==> src/hw/ppd_pkg.sv <==
// package for the phy power-down and bootstrap controller
package ppd_pkg;
   localparam int unsigned APB_AW = 8;
   // register byte offsets
   localparam logic [APB_AW-1:0] OFF_SLEEP_CTRL  = 8'h00; // phy_sleep_control_reg
   localparam logic [APB_AW-1:0] OFF_SYS_STATUS  = 8'h04; // phy_system_status_reg
   localparam logic [APB_AW-1:0] OFF_SW_CONFIG   = 8'h08; // managed configuration
   localparam logic [APB_AW-1:0] OFF_SW_RESET    = 8'h0C; // software reset
   localparam logic [APB_AW-1:0] OFF_STRAP       = 8'h10; // sampled strap levels
   localparam logic [APB_AW-1:0] OFF_LINK_STATUS = 8'h14; // link state
   // field positions
   localparam int unsigned NUM_PHY       = 2;
   localparam int unsigned BIT_FWD_SAF   = 0;  // 1 = store-and-forward
   localparam int unsigned BIT_MANAGED   = 1;
   localparam int unsigned BIT_AUTONEG   = 2;  // autonegotiation enable, 2 bits
   localparam int unsigned BIT_SYS_READY = 2;  // in status register
   localparam logic [31:0] SW_RESET_KEY  = 32'h0000_A5A5;
   localparam logic [31:0] ZERO_WORD     = 32'h0000_0000;
   // reset values
   localparam logic        FWD_SAF_RST   = 1'b0; // cut-through by default
   localparam logic        MANAGED_RST   = 1'b0;
   localparam logic [1:0]  AUTONEG_RST   = 2'b11;
   // strap decode: low level means sleep after reset
   localparam logic        STRAP_SLEEP   = 1'b0;
   // clock and timing
   localparam int unsigned CLK_HZ        = 20_000_000;
   localparam int unsigned STRAP_SETTLE_NS = 1000;
   localparam int unsigned STRAP_SETTLE_CYC =
      (STRAP_SETTLE_NS * (CLK_HZ / 1_000_000) + 999) / 1000;
   localparam int unsigned CNT_W         = 8;
   // bring-up state of each port
   typedef enum logic [3:0] {
      PPD_SLEEP   = 4'b0001,
      PPD_WAIT_AN = 4'b0010,
      PPD_LINKING = 4'b0100,
      PPD_LINKED  = 4'b1000
   } ppd_link_state_t;
endpackage

==> src/hw/ppd_port_ctrl.sv <==
// one port: sleep gating and link bring-up sequencing
`timescale 1ns/1ns
`default_nettype none
module ppd_port_ctrl
   import ppd_pkg::*;
(
   input  wire logic i_sys_clk,
   input  wire logic i_nrst,
   input  wire logic i_clk_en,
   input  wire logic i_sleep,
   input  wire logic i_link_allowed,
   input  wire logic i_autoneg_en,
   input  wire logic i_autoneg_done,
   input  wire logic i_line_pos,
   input  wire logic i_line_neg,
   input  wire logic i_partner_ok,
   output logic      o_phy_enable,
   output logic      o_linking,
   output logic      o_link_up,
   output logic      o_line_pos,
   output logic      o_line_neg
);
   ppd_link_state_t state_q;
   ppd_link_state_t state_d;

   always_comb begin
      state_d = state_q;
      unique case (state_q)
         PPD_SLEEP:   if (!i_sleep) state_d = PPD_WAIT_AN;
         PPD_WAIT_AN: if (i_sleep) state_d = PPD_SLEEP;
                      else if (i_autoneg_en && i_autoneg_done && i_link_allowed)
                         state_d = PPD_LINKING;
         PPD_LINKING: if (i_sleep) state_d = PPD_SLEEP;
                      else if (!i_link_allowed) state_d = PPD_WAIT_AN;
                      else if (i_partner_ok) state_d = PPD_LINKED;
         PPD_LINKED:  if (i_sleep) state_d = PPD_SLEEP;
                      else if (!i_link_allowed || !i_partner_ok) state_d = PPD_WAIT_AN;
      endcase
   end

   always_ff @(posedge i_sys_clk) begin
      if (!i_nrst) begin
         state_q <= PPD_SLEEP;
      end else if (i_clk_en) begin
         state_q <= state_d;
      end
   end

   always_ff @(posedge i_sys_clk) begin
      if (!i_nrst) begin
         o_phy_enable <= 1'b0;
         o_linking    <= 1'b0;
         o_link_up    <= 1'b0;
         o_line_pos   <= 1'b0;
         o_line_neg   <= 1'b0;
      end else if (i_clk_en) begin
         o_phy_enable <= (state_d != PPD_SLEEP);
         o_linking    <= (state_d == PPD_LINKING);
         o_link_up    <= (state_d == PPD_LINKED);
         // line inputs ignored while asleep
         o_line_pos   <= (state_d != PPD_SLEEP) && i_line_pos;
         o_line_neg   <= (state_d != PPD_SLEEP) && i_line_neg;
      end
   end

   property p_sleep_drops_link;
      @(posedge i_sys_clk) disable iff (!i_nrst)
      (i_clk_en && i_sleep) |=> (!o_link_up && !o_linking && !o_phy_enable);
   endproperty
   a_sleep_drops_link: assert property (p_sleep_drops_link)
      else $error("port kept link while asleep");

   property p_line_ignored;
      @(posedge i_sys_clk) disable iff (!i_nrst)
      (i_clk_en && i_sleep) |=> (!o_line_pos && !o_line_neg);
   endproperty
   a_line_ignored: assert property (p_line_ignored)
      else $error("line input passed while asleep");

   property p_link_needs_autoneg;
      @(posedge i_sys_clk) disable iff (!i_nrst)
      $rose(o_linking) |-> $past(i_autoneg_done) && $past(i_link_allowed);
   endproperty
   a_link_needs_autoneg: assert property (p_link_needs_autoneg)
      else $error("link attempt without autonegotiation");
endmodule // ppd_port_ctrl
`default_nettype wire

==> src/hw/ppd_power_ctrl.sv <==
// top: power-down, strap sampling and configuration for two phy ports
`timescale 1ns/1ns
`default_nettype none
module ppd_power_ctrl
   import ppd_pkg::*;
(
   input  wire logic                       i_sys_clk,
   input  wire logic                       i_nrst,
   input  wire logic                       i_clk_en,
   // apb slave
   input  wire logic                       i_psel,
   input  wire logic                       i_penable,
   input  wire logic                       i_pwrite,
   input  wire logic [ppd_pkg::APB_AW-1:0] i_paddr,
   input  wire logic [31:0]                i_pwdata,
   input  wire logic [3:0]                 i_pstrb,
   output logic      [31:0]                o_prdata,
   output logic                            o_pready,
   output logic                            o_pslverr,
   // straps and port pins
   input  wire logic                       i_port1_sleep_strap,
   input  wire logic                       i_port2_sleep_strap,
   input  wire logic [1:0]                 i_autoneg_done,
   input  wire logic [1:0]                 i_partner_ok,
   input  wire logic                       i_port1_line_pos,
   input  wire logic                       i_port1_line_neg,
   input  wire logic                       i_port2_line_pos,
   input  wire logic                       i_port2_line_neg,
   output logic      [1:0]                 o_phy_enable,
   output logic      [1:0]                 o_link_up,
   output logic      [1:0]                 o_line_pos,
   output logic      [1:0]                 o_line_neg,
   output logic                            o_fwd_store_forward,
   output logic                            o_strap_pins_free,
   output logic                            o_pins_oe
);
   // the on-chip reset pin synchroniser is outside; i_nrst low is hardware power-down

   function automatic logic reg_hit(input logic [APB_AW-1:0] a, input logic [APB_AW-1:0] off);
      reg_hit = (a == off);
   endfunction

   logic [NUM_PHY-1:0] sleep_req_q;
   logic [NUM_PHY-1:0] sleep_req_d;
   logic [NUM_PHY-1:0] strap_q;
   logic               strap_taken_q;
   logic [CNT_W-1:0]   settle_q;
   logic               fwd_saf_q;
   logic               managed_q;
   logic [1:0]         autoneg_en_q;
   logic               soft_rst_q;
   logic [NUM_PHY-1:0] linking_w;
   logic [NUM_PHY-1:0] link_w;
   logic [NUM_PHY-1:0] enable_w;
   logic [NUM_PHY-1:0] lpos_w;
   logic [NUM_PHY-1:0] lneg_w;
   logic [NUM_PHY-1:0] line_pos_in;
   logic [NUM_PHY-1:0] line_neg_in;
   logic [NUM_PHY-1:0] strap_in;
   logic               acc_w;
   logic               wr_w;
   logic               mapped_w;
   logic               rst_n;

   assign line_pos_in = {i_port2_line_pos, i_port1_line_pos};
   assign line_neg_in = {i_port2_line_neg, i_port1_line_neg};
   assign strap_in    = {i_port2_sleep_strap, i_port1_sleep_strap};
   // software reset reinitialises all but the bus interface and the output registers
   assign rst_n       = i_nrst && !soft_rst_q;

   assign acc_w    = i_psel && i_penable;
   assign wr_w     = acc_w && i_pwrite && !o_pready;
   assign mapped_w = reg_hit(i_paddr, OFF_SLEEP_CTRL) || reg_hit(i_paddr, OFF_SYS_STATUS) ||
                     reg_hit(i_paddr, OFF_SW_CONFIG)  || reg_hit(i_paddr, OFF_SW_RESET)   ||
                     reg_hit(i_paddr, OFF_STRAP)      || reg_hit(i_paddr, OFF_LINK_STATUS);

   // software reset pulse: one cycle, then logic restarts and straps are resampled
   always_ff @(posedge i_sys_clk) begin
      if (!i_nrst) begin
         soft_rst_q <= 1'b0;
      end else if (i_clk_en) begin
         soft_rst_q <= wr_w && reg_hit(i_paddr, OFF_SW_RESET) && i_pstrb[0] && i_pstrb[1] &&
                       (i_pwdata == SW_RESET_KEY);
      end
   end

   // strap sampling window after any reset; pins released when it ends
   always_ff @(posedge i_sys_clk) begin
      if (!rst_n) begin
         settle_q      <= '0;
         strap_taken_q <= 1'b0;
         strap_q       <= '1;
      end else if (i_clk_en && !strap_taken_q) begin
         if (settle_q == CNT_W'(STRAP_SETTLE_CYC - 1)) begin
            strap_q       <= strap_in;
            strap_taken_q <= 1'b1;
         end else begin
            settle_q <= settle_q + CNT_W'(1);
         end
      end
   end

   // sleep request: strap seeds it, software sets or clears it per phy
   always_comb begin
      sleep_req_d = sleep_req_q;
      for (int i = 0; i < NUM_PHY; i++) begin
         if (!strap_taken_q) begin
            sleep_req_d[i] = 1'b1;
         end else if (settle_q == CNT_W'(STRAP_SETTLE_CYC - 1) && !strap_q[i] && 1'b0) begin
            sleep_req_d[i] = 1'b1;
         end
      end
      if (wr_w && reg_hit(i_paddr, OFF_SLEEP_CTRL) && i_pstrb[0]) begin
         sleep_req_d = i_pwdata[NUM_PHY-1:0];
      end
   end

   always_ff @(posedge i_sys_clk) begin
      if (!rst_n) begin
         sleep_req_q <= '1;
      end else if (i_clk_en) begin
         if (!strap_taken_q && settle_q == CNT_W'(STRAP_SETTLE_CYC - 1)) begin
            for (int i = 0; i < NUM_PHY; i++) begin
               sleep_req_q[i] <= (strap_in[i] == STRAP_SLEEP);
            end
         end else begin
            sleep_req_q <= sleep_req_d;
         end
      end
   end

   // configuration: reset to strap-only defaults, writable over the bus
   always_ff @(posedge i_sys_clk) begin
      if (!rst_n) begin
         fwd_saf_q    <= FWD_SAF_RST;
         managed_q    <= MANAGED_RST;
         autoneg_en_q <= AUTONEG_RST;
      end else if (i_clk_en && wr_w && reg_hit(i_paddr, OFF_SW_CONFIG) && i_pstrb[0]) begin
         managed_q <= i_pwdata[BIT_MANAGED];
         if (i_pwdata[BIT_MANAGED]) begin
            fwd_saf_q    <= i_pwdata[BIT_FWD_SAF];
            autoneg_en_q <= i_pwdata[BIT_AUTONEG +: 2];
         end
      end
   end

   genvar g;
   generate
      for (g = 0; g < NUM_PHY; g++) begin : g_port
         ppd_port_ctrl u_port (
            .i_sys_clk      (i_sys_clk),
            .i_nrst         (rst_n),
            .i_clk_en       (i_clk_en && strap_taken_q),
            .i_sleep        (sleep_req_q[g]),
            // port 2 depends on port 1 being awake
            .i_link_allowed ((g == 0) ? 1'b1 : !sleep_req_q[0]),
            .i_autoneg_en   (autoneg_en_q[g]),
            .i_autoneg_done (i_autoneg_done[g]),
            .i_line_pos     (line_pos_in[g]),
            .i_line_neg     (line_neg_in[g]),
            .i_partner_ok   (i_partner_ok[g]),
            .o_phy_enable   (enable_w[g]),
            .o_linking      (linking_w[g]),
            .o_link_up      (link_w[g]),
            .o_line_pos     (lpos_w[g]),
            .o_line_neg     (lneg_w[g])
         );
      end
   endgenerate

   // outputs registered; everything held off while the reset pin is low
   always_ff @(posedge i_sys_clk) begin
      if (!i_nrst) begin
         o_phy_enable        <= '0;
         o_link_up           <= '0;
         o_line_pos          <= '0;
         o_line_neg          <= '0;
         o_fwd_store_forward <= FWD_SAF_RST;
         o_strap_pins_free   <= 1'b0;
         o_pins_oe           <= 1'b0;
      end else if (i_clk_en) begin
         o_phy_enable        <= enable_w;
         o_link_up           <= link_w;
         o_line_pos          <= lpos_w;
         o_line_neg          <= lneg_w;
         o_fwd_store_forward <= managed_q && fwd_saf_q;
         o_strap_pins_free   <= strap_taken_q;
         o_pins_oe           <= strap_taken_q;
      end
   end

   // apb: one wait state, answer in the second access cycle
   always_ff @(posedge i_sys_clk) begin
      if (!i_nrst) begin
         o_pready  <= 1'b0;
         o_pslverr <= 1'b0;
         o_prdata  <= ZERO_WORD;
      end else if (i_clk_en) begin
         o_pready  <= acc_w && !o_pready;
         o_pslverr <= acc_w && !o_pready && !mapped_w;
         o_prdata  <= ZERO_WORD;
         if (acc_w && !o_pready && !i_pwrite) begin
            if (reg_hit(i_paddr, OFF_SLEEP_CTRL)) begin
               o_prdata[NUM_PHY-1:0] <= sleep_req_q;
            end
            if (reg_hit(i_paddr, OFF_SYS_STATUS)) begin
               o_prdata[NUM_PHY-1:0] <= sleep_req_q & ~enable_w;
               o_prdata[BIT_SYS_READY] <= strap_taken_q;
            end
            if (reg_hit(i_paddr, OFF_SW_CONFIG)) begin
               o_prdata[BIT_FWD_SAF]      <= fwd_saf_q;
               o_prdata[BIT_MANAGED]      <= managed_q;
               o_prdata[BIT_AUTONEG +: 2] <= autoneg_en_q;
            end
            if (reg_hit(i_paddr, OFF_STRAP)) begin
               o_prdata[NUM_PHY-1:0] <= strap_q;
            end
            if (reg_hit(i_paddr, OFF_LINK_STATUS)) begin
               o_prdata[NUM_PHY-1:0] <= link_w;
            end
         end
      end
   end

   property p_strap_sleep;
      @(posedge i_sys_clk) disable iff (!rst_n)
      $rose(strap_taken_q) |-> (sleep_req_q == ~strap_q);
   endproperty
   a_strap_sleep: assert property (p_strap_sleep)
      else $error("sleep request not seeded from strap");

   property p_wake_only_by_write;
      @(posedge i_sys_clk) disable iff (!rst_n)
      (i_clk_en && $past(strap_taken_q) && $fell(sleep_req_q[0])) |->
         $past(wr_w) && $past(reg_hit(i_paddr, OFF_SLEEP_CTRL));
   endproperty
   a_wake_only_by_write: assert property (p_wake_only_by_write)
      else $error("phy woke without register write");

   property p_set_sleep;
      @(posedge i_sys_clk) disable iff (!rst_n)
      (i_clk_en && strap_taken_q && wr_w && reg_hit(i_paddr, OFF_SLEEP_CTRL) && i_pstrb[0]
         && i_pwdata[1]) |=> sleep_req_q[1];
   endproperty
   a_set_sleep: assert property (p_set_sleep)
      else $error("sleep request write lost");

   property p_port2_gated;
      @(posedge i_sys_clk) disable iff (!i_nrst)
      o_link_up[1] |-> $past(!sleep_req_q[0], 2);
   endproperty
   a_port2_gated: assert property (p_port2_gated)
      else $error("port 2 linked with port 1 asleep");

   property p_hw_powerdown;
      @(posedge i_sys_clk)
      !i_nrst |=> (!o_pins_oe && o_phy_enable == '0 && !o_pready);
   endproperty
   a_hw_powerdown: assert property (p_hw_powerdown)
      else $error("outputs active during reset pin low");

   property p_bus_answers;
      @(posedge i_sys_clk) disable iff (!i_nrst)
      (i_clk_en && acc_w && !o_pready) |=> o_pready;
   endproperty
   a_bus_answers: assert property (p_bus_answers)
      else $error("apb access not answered");

   property p_cut_through;
      @(posedge i_sys_clk) disable iff (!i_nrst)
      !managed_q |=> !o_fwd_store_forward || !i_clk_en;
   endproperty
   a_cut_through: assert property (p_cut_through)
      else $error("unmanaged mode not cut-through");
endmodule // ppd_power_ctrl
`default_nettype wire
==> config.mk <==
export PLATFORM = sky130hd
export DESIGN_NAME = ppd_power_ctrl
export DESIGN_NICKNAME = d
export VERILOG_FILES = /design/src/hw/ppd_pkg.sv /design/src/hw/ppd_port_ctrl.sv /design/src/hw/ppd_power_ctrl.sv
export SDC_FILE = /design/constraint.sdc
export NUM_CORES = 1
export LEC_CHECK = 0
export BUFFER_PORTS_ARGS = -buffer_cell sky130_fd_sc_hd__buf_2
export CAP_MARGIN = 20
export CORE_MARGIN = 2
export CORE_UTILIZATION = 45
export DETAILED_ROUTE_END_ITERATION = 7
export GPL_ROUTABILITY_DRIVEN = 0
export PLACE_DENSITY = 0.77
export SYNTH_ARGS = -nofsm -noshare
export SYNTH_HDL_FRONTEND = slang
export SYNTH_SLANG_ARGS = --single-unit
export TNS_END_PERCENT = 100
==> constraint.sdc <==
create_clock -name i_sys_clk -period 1.8 [get_ports i_sys_clk]
set_input_delay 0 -clock i_sys_clk [delete_from_list [all_inputs] [get_ports i_sys_clk]]
set_output_delay 0 -clock i_sys_clk [all_outputs]
set_load 0.005 [all_outputs]
==> impl_metrics.xml, run 1 <==
<?xml version="1.0" encoding="UTF-8"?>
<metrics>
  <group name="timing">
    <metric name="timing_hold_violations_final" unit="">0</metric>
    <metric name="fin_skew" unit="ps">6.34</metric>
    <metric name="worst_hold_slack" unit="ps">31.8</metric>
    <metric name="slew_headroom" unit="%">60.4</metric>
    <metric name="fin_crit_sh" unit="%">108</metric>
    <metric name="setup_repair_after_global_routing_missed_its_margin" unit="">yes</metric>
    <metric name="timing.final.ws_setup" unit="ps">-138</metric>
    <metric name="setup-violations-final" unit="">6</metric>
    <metric name="achievable-frequency" unit="GHz">0.516</metric>
    <metric name="slew_viols_final" unit="">0</metric>
    <metric name="post-route-min-period" unit="ps">1940</metric>
    <metric name="worst_pin_slew" unit="ps">592</metric>
  </group>
  <group name="clock_tree">
    <metric name="cts_buffers" unit="">5</metric>
    <metric name="root_buffer" unit="">clkbuf_8</metric>
    <metric name="clock_latency_at_the_later_pin_of_the_worst_skew_pair" unit="ps">310</metric>
    <metric name="clock_tree_from_tritoncts" unit="">yes</metric>
    <metric name="ctsLongestPathBuffers" unit="">2</metric>
    <metric name="cts.reportedPaths.clkPinSlew" unit="ps">90</metric>
    <metric name="cts.sink_count" unit="">50</metric>
    <metric name="htreeDepth" unit="">2</metric>
  </group>
  <group name="power_and_ir_drop">
    <metric name="vdd_drop_max" unit="mV">0.399</metric>
    <metric name="power_per_cell_area" unit="nW/um2">594</metric>
    <metric name="static-leakage-power" unit="nW">1.62</metric>
  </group>
  <group name="drt">
    <metric name="num_vias" unit="">2798</metric>
    <metric name="detailedRoute.firstIterationViolations" unit="">104</metric>
    <metric name="wl_per_cell" unit="um">14.0</metric>
    <metric name="finalWirelength" unit="um">7290</metric>
    <metric name="mean_number_of_vias_per_cell" unit="">5.37</metric>
    <metric name="antenna_nets_post_route" unit="">0</metric>
    <metric name="drt-pass1-iter-count" unit="">4</metric>
    <metric name="drc" unit="">0</metric>
  </group>
  <group name="floorplan">
    <metric name="core_region_area" unit="um2">6030</metric>
    <metric name="die-width" unit="um">83.6</metric>
    <metric name="die_h" unit="um">83.6</metric>
    <metric name="rows" unit="">28</metric>
    <metric name="start_util" unit="%">47.3</metric>
    <metric name="io_pins" unit="">105</metric>
    <metric name="die-area" unit="um2">6980</metric>
  </group>
  <group name="logic_synthesis">
    <metric name="synth_top_area_share" unit="%">35.1</metric>
    <metric name="ys_async_sr_fraction" unit="%">0</metric>
    <metric name="syn-cell-area" unit="um2">2850</metric>
    <metric name="yosys_most_used_dff" unit="">dfxtp_1</metric>
    <metric name="synth.ff_latch_count" unit="">50</metric>
    <metric name="ys_warn_count" unit="">0</metric>
    <metric name="syn-mean-instance-area" unit="um2">8.26</metric>
    <metric name="ys_seq_area_share" unit="%">35.1</metric>
    <metric name="synthMostInstantiatedCell" unit="">dfxtp_1</metric>
    <metric name="synth_enable_flop_cells" unit="">0</metric>
    <metric name="synth.lib_cells_used.distinct" unit="">61</metric>
    <metric name="synth.area.top_cells" unit="">dfxtp_1 (35%), buf_4 (7.9%), mux2i_1 (5.3%), nand2_1 (4.6%), nor2_1 (3.2%)</metric>
    <metric name="syn-instance-count" unit="">345</metric>
    <metric name="post-synth-top-area-cell" unit="">dfxtp_1</metric>
    <metric name="synth_top_cells_by_count" unit="">dfxtp_1 (50), nand2_1 (35), buf_4 (30)</metric>
  </group>
  <group name="worst_hold_path">
    <metric name="hold_path_startpoint" unit="">i_pwdata[1]</metric>
    <metric name="worstHoldPathCells" unit="">3</metric>
    <metric name="min_path_type" unit="">in2reg</metric>
  </group>
  <group name="final_layout">
    <metric name="multi_input_area" unit="um2">1670</metric>
    <metric name="syn_to_final_growth" unit="%">28.4</metric>
    <metric name="finalNetCount" unit="">506</metric>
    <metric name="utilization" unit="%">60.7</metric>
    <metric name="layout.filler_cells" unit="">532</metric>
    <metric name="final-seq-area" unit="um2">1020</metric>
    <metric name="post_route_cells_drive_above_1_share" unit="%">33.6</metric>
    <metric name="diodes" unit="">0</metric>
  </group>
  <group name="worst_setup_path">
    <metric name="reg2reg_depth" unit="">6</metric>
    <metric name="critical_path.endpoint" unit="">g_port[1].u_port.o_line_pos</metric>
    <metric name="slack_of_the_worst_reg_to_reg_path" unit="ps">-140</metric>
    <metric name="critPathLaunch" unit="">g_port[1].u_port.state_q[2]</metric>
    <metric name="setup.worst_path.end_class" unit="">flip-flop</metric>
    <metric name="endpoint_of_the_lowest_slack_register_to_register_path" unit="">g_port[1].u_port.o_line_pos</metric>
    <metric name="cp_slowest_cell" unit="">dfxtp_4</metric>
    <metric name="list_of_cells_traversed_by_the_critical_path" unit="">or4b_4 &gt; a21oi_2 &gt; o32a_1 &gt; or2_4 &gt; or3_4 &gt; a32o_2</metric>
    <metric name="largest_driver_fanout_on_the_critical_path" unit="">7</metric>
    <metric name="critPathTopFamily" unit="">simple AND/OR/NAND/NOR gates</metric>
    <metric name="path_depth" unit="">6</metric>
    <metric name="max_stage_delay" unit="ps">380</metric>
    <metric name="timing.critical_path.arrival" unit="ps">2150</metric>
    <metric name="critPathLaunchType" unit="">flip-flop</metric>
    <metric name="timing.critical_path.required" unit="ps">2010</metric>
    <metric name="critical_path.n_buffers_inverters" unit="">0</metric>
    <metric name="critical_path.reg2reg.startpoint" unit="">g_port[1].u_port.state_q[2]</metric>
    <metric name="setup.worst_path.class" unit="">reg2reg</metric>
  </group>
  <group name="run">
    <metric name="maxCapViolCount" unit="">0</metric>
  </group>
  <group name="global_route">
    <metric name="antenna_found_initial" unit="">0</metric>
    <metric name="grt_pass1_vias" unit="">2696</metric>
    <metric name="first_pass_grt_wire_length" unit="um">11600</metric>
    <metric name="grt_max_degree" unit="">27</metric>
    <metric name="groute.usage.overall" unit="%">19.9</metric>
    <metric name="grt_remaining_overflow" unit="">0</metric>
  </group>
  <group name="outcome">
    <metric name="violations" unit="">setup timing</metric>
    <metric name="outcome" unit="">finished with violations</metric>
  </group>
  <group name="place">
    <metric name="dp_hpwl" unit="um">5300</metric>
    <metric name="pre_cts_slack" unit="ps">-121</metric>
    <metric name="io_buffer_count" unit="">74</metric>
  </group>
</metrics>
## where the power goes
group / switching, W / internal (W) / total [W]
sequential: 0.00000984 / 0.00111 / 0.00112
combinational: 0.000121 / 0.000126 / 0.000247
clock: 0.000389 / 0.000417 / 0.000806
total: 0.000520 / 0.00165 / 0.00217
## worst min-delay path by stage
stage                                        to
floorplan                       autoneg_en_q[0]
detailed placement  g_port[0].u_port.o_line_neg
finish                           sleep_req_q[1]
global route                     sleep_req_q[1]
global placement                autoneg_en_q[1]
CTS                              sleep_req_q[1]
## layout make-up
class / count / share of cell area, %
clock buffers: 5 / 1.88
clock inverters: 3 / 1.20
inverters: 10 / 1.03
multi-input cells: 262 / 45.7
flip-flops and latches: 50 / 28.0
well taps: 75 / 2.57
repair buffers: 116 / 19.7
## metrics by stage
stage               cells  instance area [um2]  total power, W  TNS (ps)
global route          521                 3660         0.00226      -903
floorplan             372                 2960         0.00130     -82.5
detailed placement    500                 3310         0.00136      -431
global placement      500                 3310         0.00136      -164
finish                521                 3660         0.00217      -425
CTS                   518                 3530         0.00218      -301
## registers in the layout (all words and copies together) (netlist names), 2 cells and up
name / count
autoneg_en_q: 2
g_port.u_port.o_line_neg: 2
g_port.u_port.o_line_pos: 2
g_port.u_port.o_link_up: 2
g_port.u_port.o_phy_enable: 2
g_port.u_port.state_q: 8
o_line_neg: 2
o_line_pos: 2
o_link_up: 2
o_phy_enable: 2
o_prdata: 4
settle_q: 8
sleep_req_q: 2
strap_q: 2
## what timing repair did
action | 4_1_cts | 5_1_grt
endpoints found under the hold margin | 9 | 0
pin swaps | 3 | 12
setup buffers | 1 | 3
resized for setup | 3 | 33
endpoints found under the setup margin | 6 | 14
hold buffers | 9 | 0
## worst register-to-register path, stage by stage, from the launching register on
cell and delay (ps):
dfxtp_4 380, or4b_4 220, a21oi_2 50, o32a_1 350
or2_4 270, or3_4 330, a32o_2 240
## layout by cell type (no fill, tap or decap), types with 3 or more instances in the layout
cell type,instances
clkbuf_8,5
mux2i_1,15
a21boi_0,5
nor3b_1,3
and3_1,3
nor2_1,23
and2_1,4
o22ai_1,5
buf_6,3
inv_1,10
conb_1,28
nor4_1,4
a21oi_1,13
nor2b_1,12
o21ai_1,4
nand2_1,35
xnor2_1,4
dfxtp_4,4
xor2_1,6
a21oi_2,4
dfxtp_1,41
o21ai_0,7
nand3_1,13
dlygate4sd3_1,9
or4_4,4
nand4_1,3
o21a_1,3
nand2b_1,5
dfxtp_2,5
buf_4,30
nor3_1,6
nand4b_1,3
nand3b_1,4
buf_2,74
## per-layer routing
metal | GRT usage, % | vias to the layer above | share of wire [%]
li1 | - | 1359 | -
met1 | 22.7 | 1322 | 41
met5 | 0 | - | 0
met3 | 3.66 | 11 | 5.0
met2 | 37.6 | 106 | 53
met4 | 5.28 | 0 | 1.1
## cells by family after synthesis
group,share of synthesized area (%)
other,0.132
and+or+nand+nor,27.4
adders and majority gates,0.439
buffers and inverters,12.6
xor gates and xnor gates,3.07
AOI/OAI and AO/OA,15.5
muxes,5.67
DFF,35.1
Note: power is estimated with default switching activity, not from simulation.
==> run 2: changes to the inputs <==
--- a/config.mk
+++ b/config.mk
@@ -8,11 +8,14 @@
 export BUFFER_PORTS_ARGS = -buffer_cell sky130_fd_sc_hd__buf_2
 export CAP_MARGIN = 20
 export CORE_MARGIN = 2
-export CORE_UTILIZATION = 45
+export CORE_UTILIZATION = 46
+export CTS_CLUSTER_DIAMETER = 200
 export DETAILED_ROUTE_END_ITERATION = 7
 export GPL_ROUTABILITY_DRIVEN = 0
-export PLACE_DENSITY = 0.77
+export GPL_TIMING_DRIVEN = 0
+export PLACE_DENSITY = 0.76
 export SYNTH_ARGS = -nofsm -noshare
 export SYNTH_HDL_FRONTEND = slang
+export SYNTH_HIERARCHICAL = 1
 export SYNTH_SLANG_ARGS = --single-unit
 export TNS_END_PERCENT = 100
==> impl_metrics.xml, run 2 <==
<?xml version="1.0" encoding="UTF-8"?>
<metrics>
  <group name="worst_setup_path">
    <metric name="timing.critical_path.required" unit="ps">2050</metric>
    <metric name="setup.worst_path.class" unit="">reg2reg</metric>
    <metric name="critPathLaunchType" unit="">flip-flop</metric>
    <metric name="endpoint_of_the_lowest_slack_register_to_register_path" unit="">g_port[0].u_port/o_link_up</metric>
    <metric name="setup.worst_path.end_class" unit="">flip-flop</metric>
    <metric name="critical_path.reg2reg.startpoint" unit="">strap_taken_q</metric>
    <metric name="timing.critical_path.arrival" unit="ps">1930</metric>
    <metric name="slack_of_the_worst_reg_to_reg_path" unit="ps">120</metric>
    <metric name="reg2reg_depth" unit="">6</metric>
    <metric name="largest_driver_fanout_on_the_critical_path" unit="">10</metric>
  </group>
  <group name="timing">
    <metric name="slew_headroom" unit="%">66.1</metric>
    <metric name="achievable-frequency" unit="GHz">0.595</metric>
    <metric name="post-route-min-period" unit="ps">1680</metric>
    <metric name="setup_repair_after_global_routing_missed_its_margin" unit="">no</metric>
    <metric name="slew_viols_final" unit="">0</metric>
    <metric name="fin_crit_sh" unit="%">93.3</metric>
    <metric name="timing.final.ws_setup" unit="ps">120</metric>
    <metric name="fin_skew" unit="ps">8.37</metric>
    <metric name="timing_hold_violations_final" unit="">0</metric>
    <metric name="setup-violations-final" unit="">0</metric>
    <metric name="worst_pin_slew" unit="ps">508</metric>
  </group>
  <group name="final_layout">
    <metric name="syn_to_final_growth" unit="%">24.9</metric>
    <metric name="utilization" unit="%">58.4</metric>
    <metric name="finalNetCount" unit="">538</metric>
    <metric name="top_regs" unit="">g_port.u_port/state_q x8, settle_q x8, o_prdata x4</metric>
    <metric name="most_common_library_cell_in_the_layout_ignoring_fill_and_taps" unit="">buf_2</metric>
    <metric name="post_route_cells_drive_above_1_share" unit="%">28.9</metric>
    <metric name="layout.cells.most_common_list" unit="">buf_2 (77), dfxtp_1 (50), buf_4 (32), conb_1 (31), nor2b_1 (19)</metric>
    <metric name="diodes" unit="">0</metric>
  </group>
  <group name="place">
    <metric name="dp_hpwl" unit="um">5740</metric>
    <metric name="pre_cts_slack" unit="ps">-360</metric>
    <metric name="io_buffer_count" unit="">73</metric>
  </group>
  <group name="worst_hold_path">
    <metric name="min_path_type" unit="">in2reg</metric>
    <metric name="min_delay_worst_endpoint" unit="">sleep_req_q[1]</metric>
    <metric name="hold_path_startpoint" unit="">i_pwdata[1]</metric>
    <metric name="worstHoldPathCells" unit="">3</metric>
  </group>
  <group name="clock_tree">
    <metric name="cts.sink_count" unit="">50</metric>
    <metric name="cts.reportedPaths.clkPinSlew" unit="ps">90</metric>
    <metric name="ctsLongestPathBuffers" unit="">2</metric>
    <metric name="htreeDepth" unit="">2</metric>
    <metric name="clock_tree_from_tritoncts" unit="">yes</metric>
    <metric name="clock_latency_at_the_later_pin_of_the_worst_skew_pair" unit="ps">300</metric>
    <metric name="root_buffer" unit="">clkbuf_8</metric>
    <metric name="cts_buffers" unit="">5</metric>
  </group>
  <group name="drt">
    <metric name="num_vias" unit="">2916</metric>
    <metric name="antenna_nets_post_route" unit="">0</metric>
    <metric name="drt-pass1-iter-count" unit="">4</metric>
    <metric name="detailedRoute.firstIterationViolations" unit="">144</metric>
    <metric name="drc" unit="">0</metric>
    <metric name="mean_number_of_vias_per_cell" unit="">5.23</metric>
    <metric name="wl_per_cell" unit="um">13.3</metric>
    <metric name="finalWirelength" unit="um">7450</metric>
  </group>
  <group name="global_route">
    <metric name="grt_pass1_vias" unit="">2648</metric>
    <metric name="grt_max_degree" unit="">20</metric>
    <metric name="grt_remaining_overflow" unit="">0</metric>
    <metric name="antenna_found_initial" unit="">0</metric>
    <metric name="first_pass_grt_wire_length" unit="um">11900</metric>
    <metric name="groute.usage.overall" unit="%">19.8</metric>
  </group>
  <group name="logic_synthesis">
    <metric name="syn-instance-count" unit="">361</metric>
    <metric name="syn-cell-area" unit="um2">3130</metric>
    <metric name="syn-mean-instance-area" unit="um2">8.66</metric>
    <metric name="ys_warn_count" unit="">6</metric>
  </group>
  <group name="power_and_ir_drop">
    <metric name="power_per_cell_area" unit="nW/um2">562</metric>
    <metric name="static-leakage-power" unit="nW">1.80</metric>
    <metric name="vdd_drop_max" unit="mV">0.399</metric>
  </group>
  <group name="floorplan">
    <metric name="die_h" unit="um">86.4</metric>
    <metric name="die-width" unit="um">86.4</metric>
    <metric name="core_region_area" unit="um2">6680</metric>
    <metric name="die-area" unit="um2">7470</metric>
    <metric name="start_util" unit="%">46.8</metric>
    <metric name="io_pins" unit="">105</metric>
    <metric name="rows" unit="">30</metric>
  </group>
  <group name="outcome">
    <metric name="outcome" unit="">finished clean</metric>
  </group>
  <group name="run">
    <metric name="maxCapViolCount" unit="">0</metric>
  </group>
</metrics>
## run 2: final cells by class
| type | instances | area, um2 |
|---|---|---|
| Fill cell | 611 | 2780 |
| Multi-Input combinational cell | 275 | 1840 |
| Sequential cell | 50 | 1000 |
| Timing Repair Buffer | 82 | 455 |
| Buffer | 48 | 339 |
| Tap cell | 80 | 100 |
| Clock buffer | 6 | 72.6 |
| Inverter | 15 | 56.3 |
| Clock inverter | 2 | 37.5 |
## run 2: how the worst max path moves through the flow
| stage | start | cells after the start | end |
|---|---|---|---|
| finish | strap_taken_q | 6 | g_port[0].u_port/o_link_up |
| global route | strap_taken_q | 6 | g_port[1].u_port/o_link_up |
| CTS | strap_taken_q | 6 | g_port[0].u_port/o_link_up |
| detailed placement | i_clk_en | 9 | g_port[0].u_port/o_link_up |
| global placement | i_clk_en | 9 | g_port[1].u_port/o_link_up |
| floorplan | i_clk_en | 8 | g_port[0].u_port/o_link_up |
## run 2: where the power goes
group | leakage (nW) | switching (W) | internal [W]
logic | 1.34 | 0.000136 | 0.000145
registers | 0.404 | 0.00000769 | 0.00111
clock network | 0.0514 | 0.000376 | 0.000415
total | 1.80 | 0.000519 | 0.00167
## run 2: stage by stage
stage          area (um2)  setup TNS [ps]  cells  hold WS (ps)  power [W]
6_report             3910               0    558          12.8    0.00219
4_1_cts              3890               0    558          3.36    0.00221
5_1_grt              3910               0    558          36.5    0.00228
3_5_place_dp         3700            -849    543           240    0.00141
3_3_place_gp         3700            -718    543           238    0.00141
2_1_floorplan        3240               0    390           125    0.00130
## run 2: routing by layer
layer	vias to the layer above	GRT usage, %	part of all wire, %
met5	-	0	0
met4	0	6.39	1.0
met3	4	3.71	6.0
met2	104	34.2	48
met1	1325	24.8	45
li1	1483	-	-
## run 2: worst max-delay path, cell delays in order, from the launching register on
cell      delay [ps]
dfxtp_1          460
and2_1           280
clkbuf_2         260
nand2_1           70
nor4_1           270
a211o_1          150
o211a_1          130
## run 2: repair_timing
action                                  CTS  global route
endpoints found under the hold margin     9             0
endpoints found under the setup margin    4             8
setup buffers                             0             0
gates resized for setup                   0             9
hold buffers                              9             0
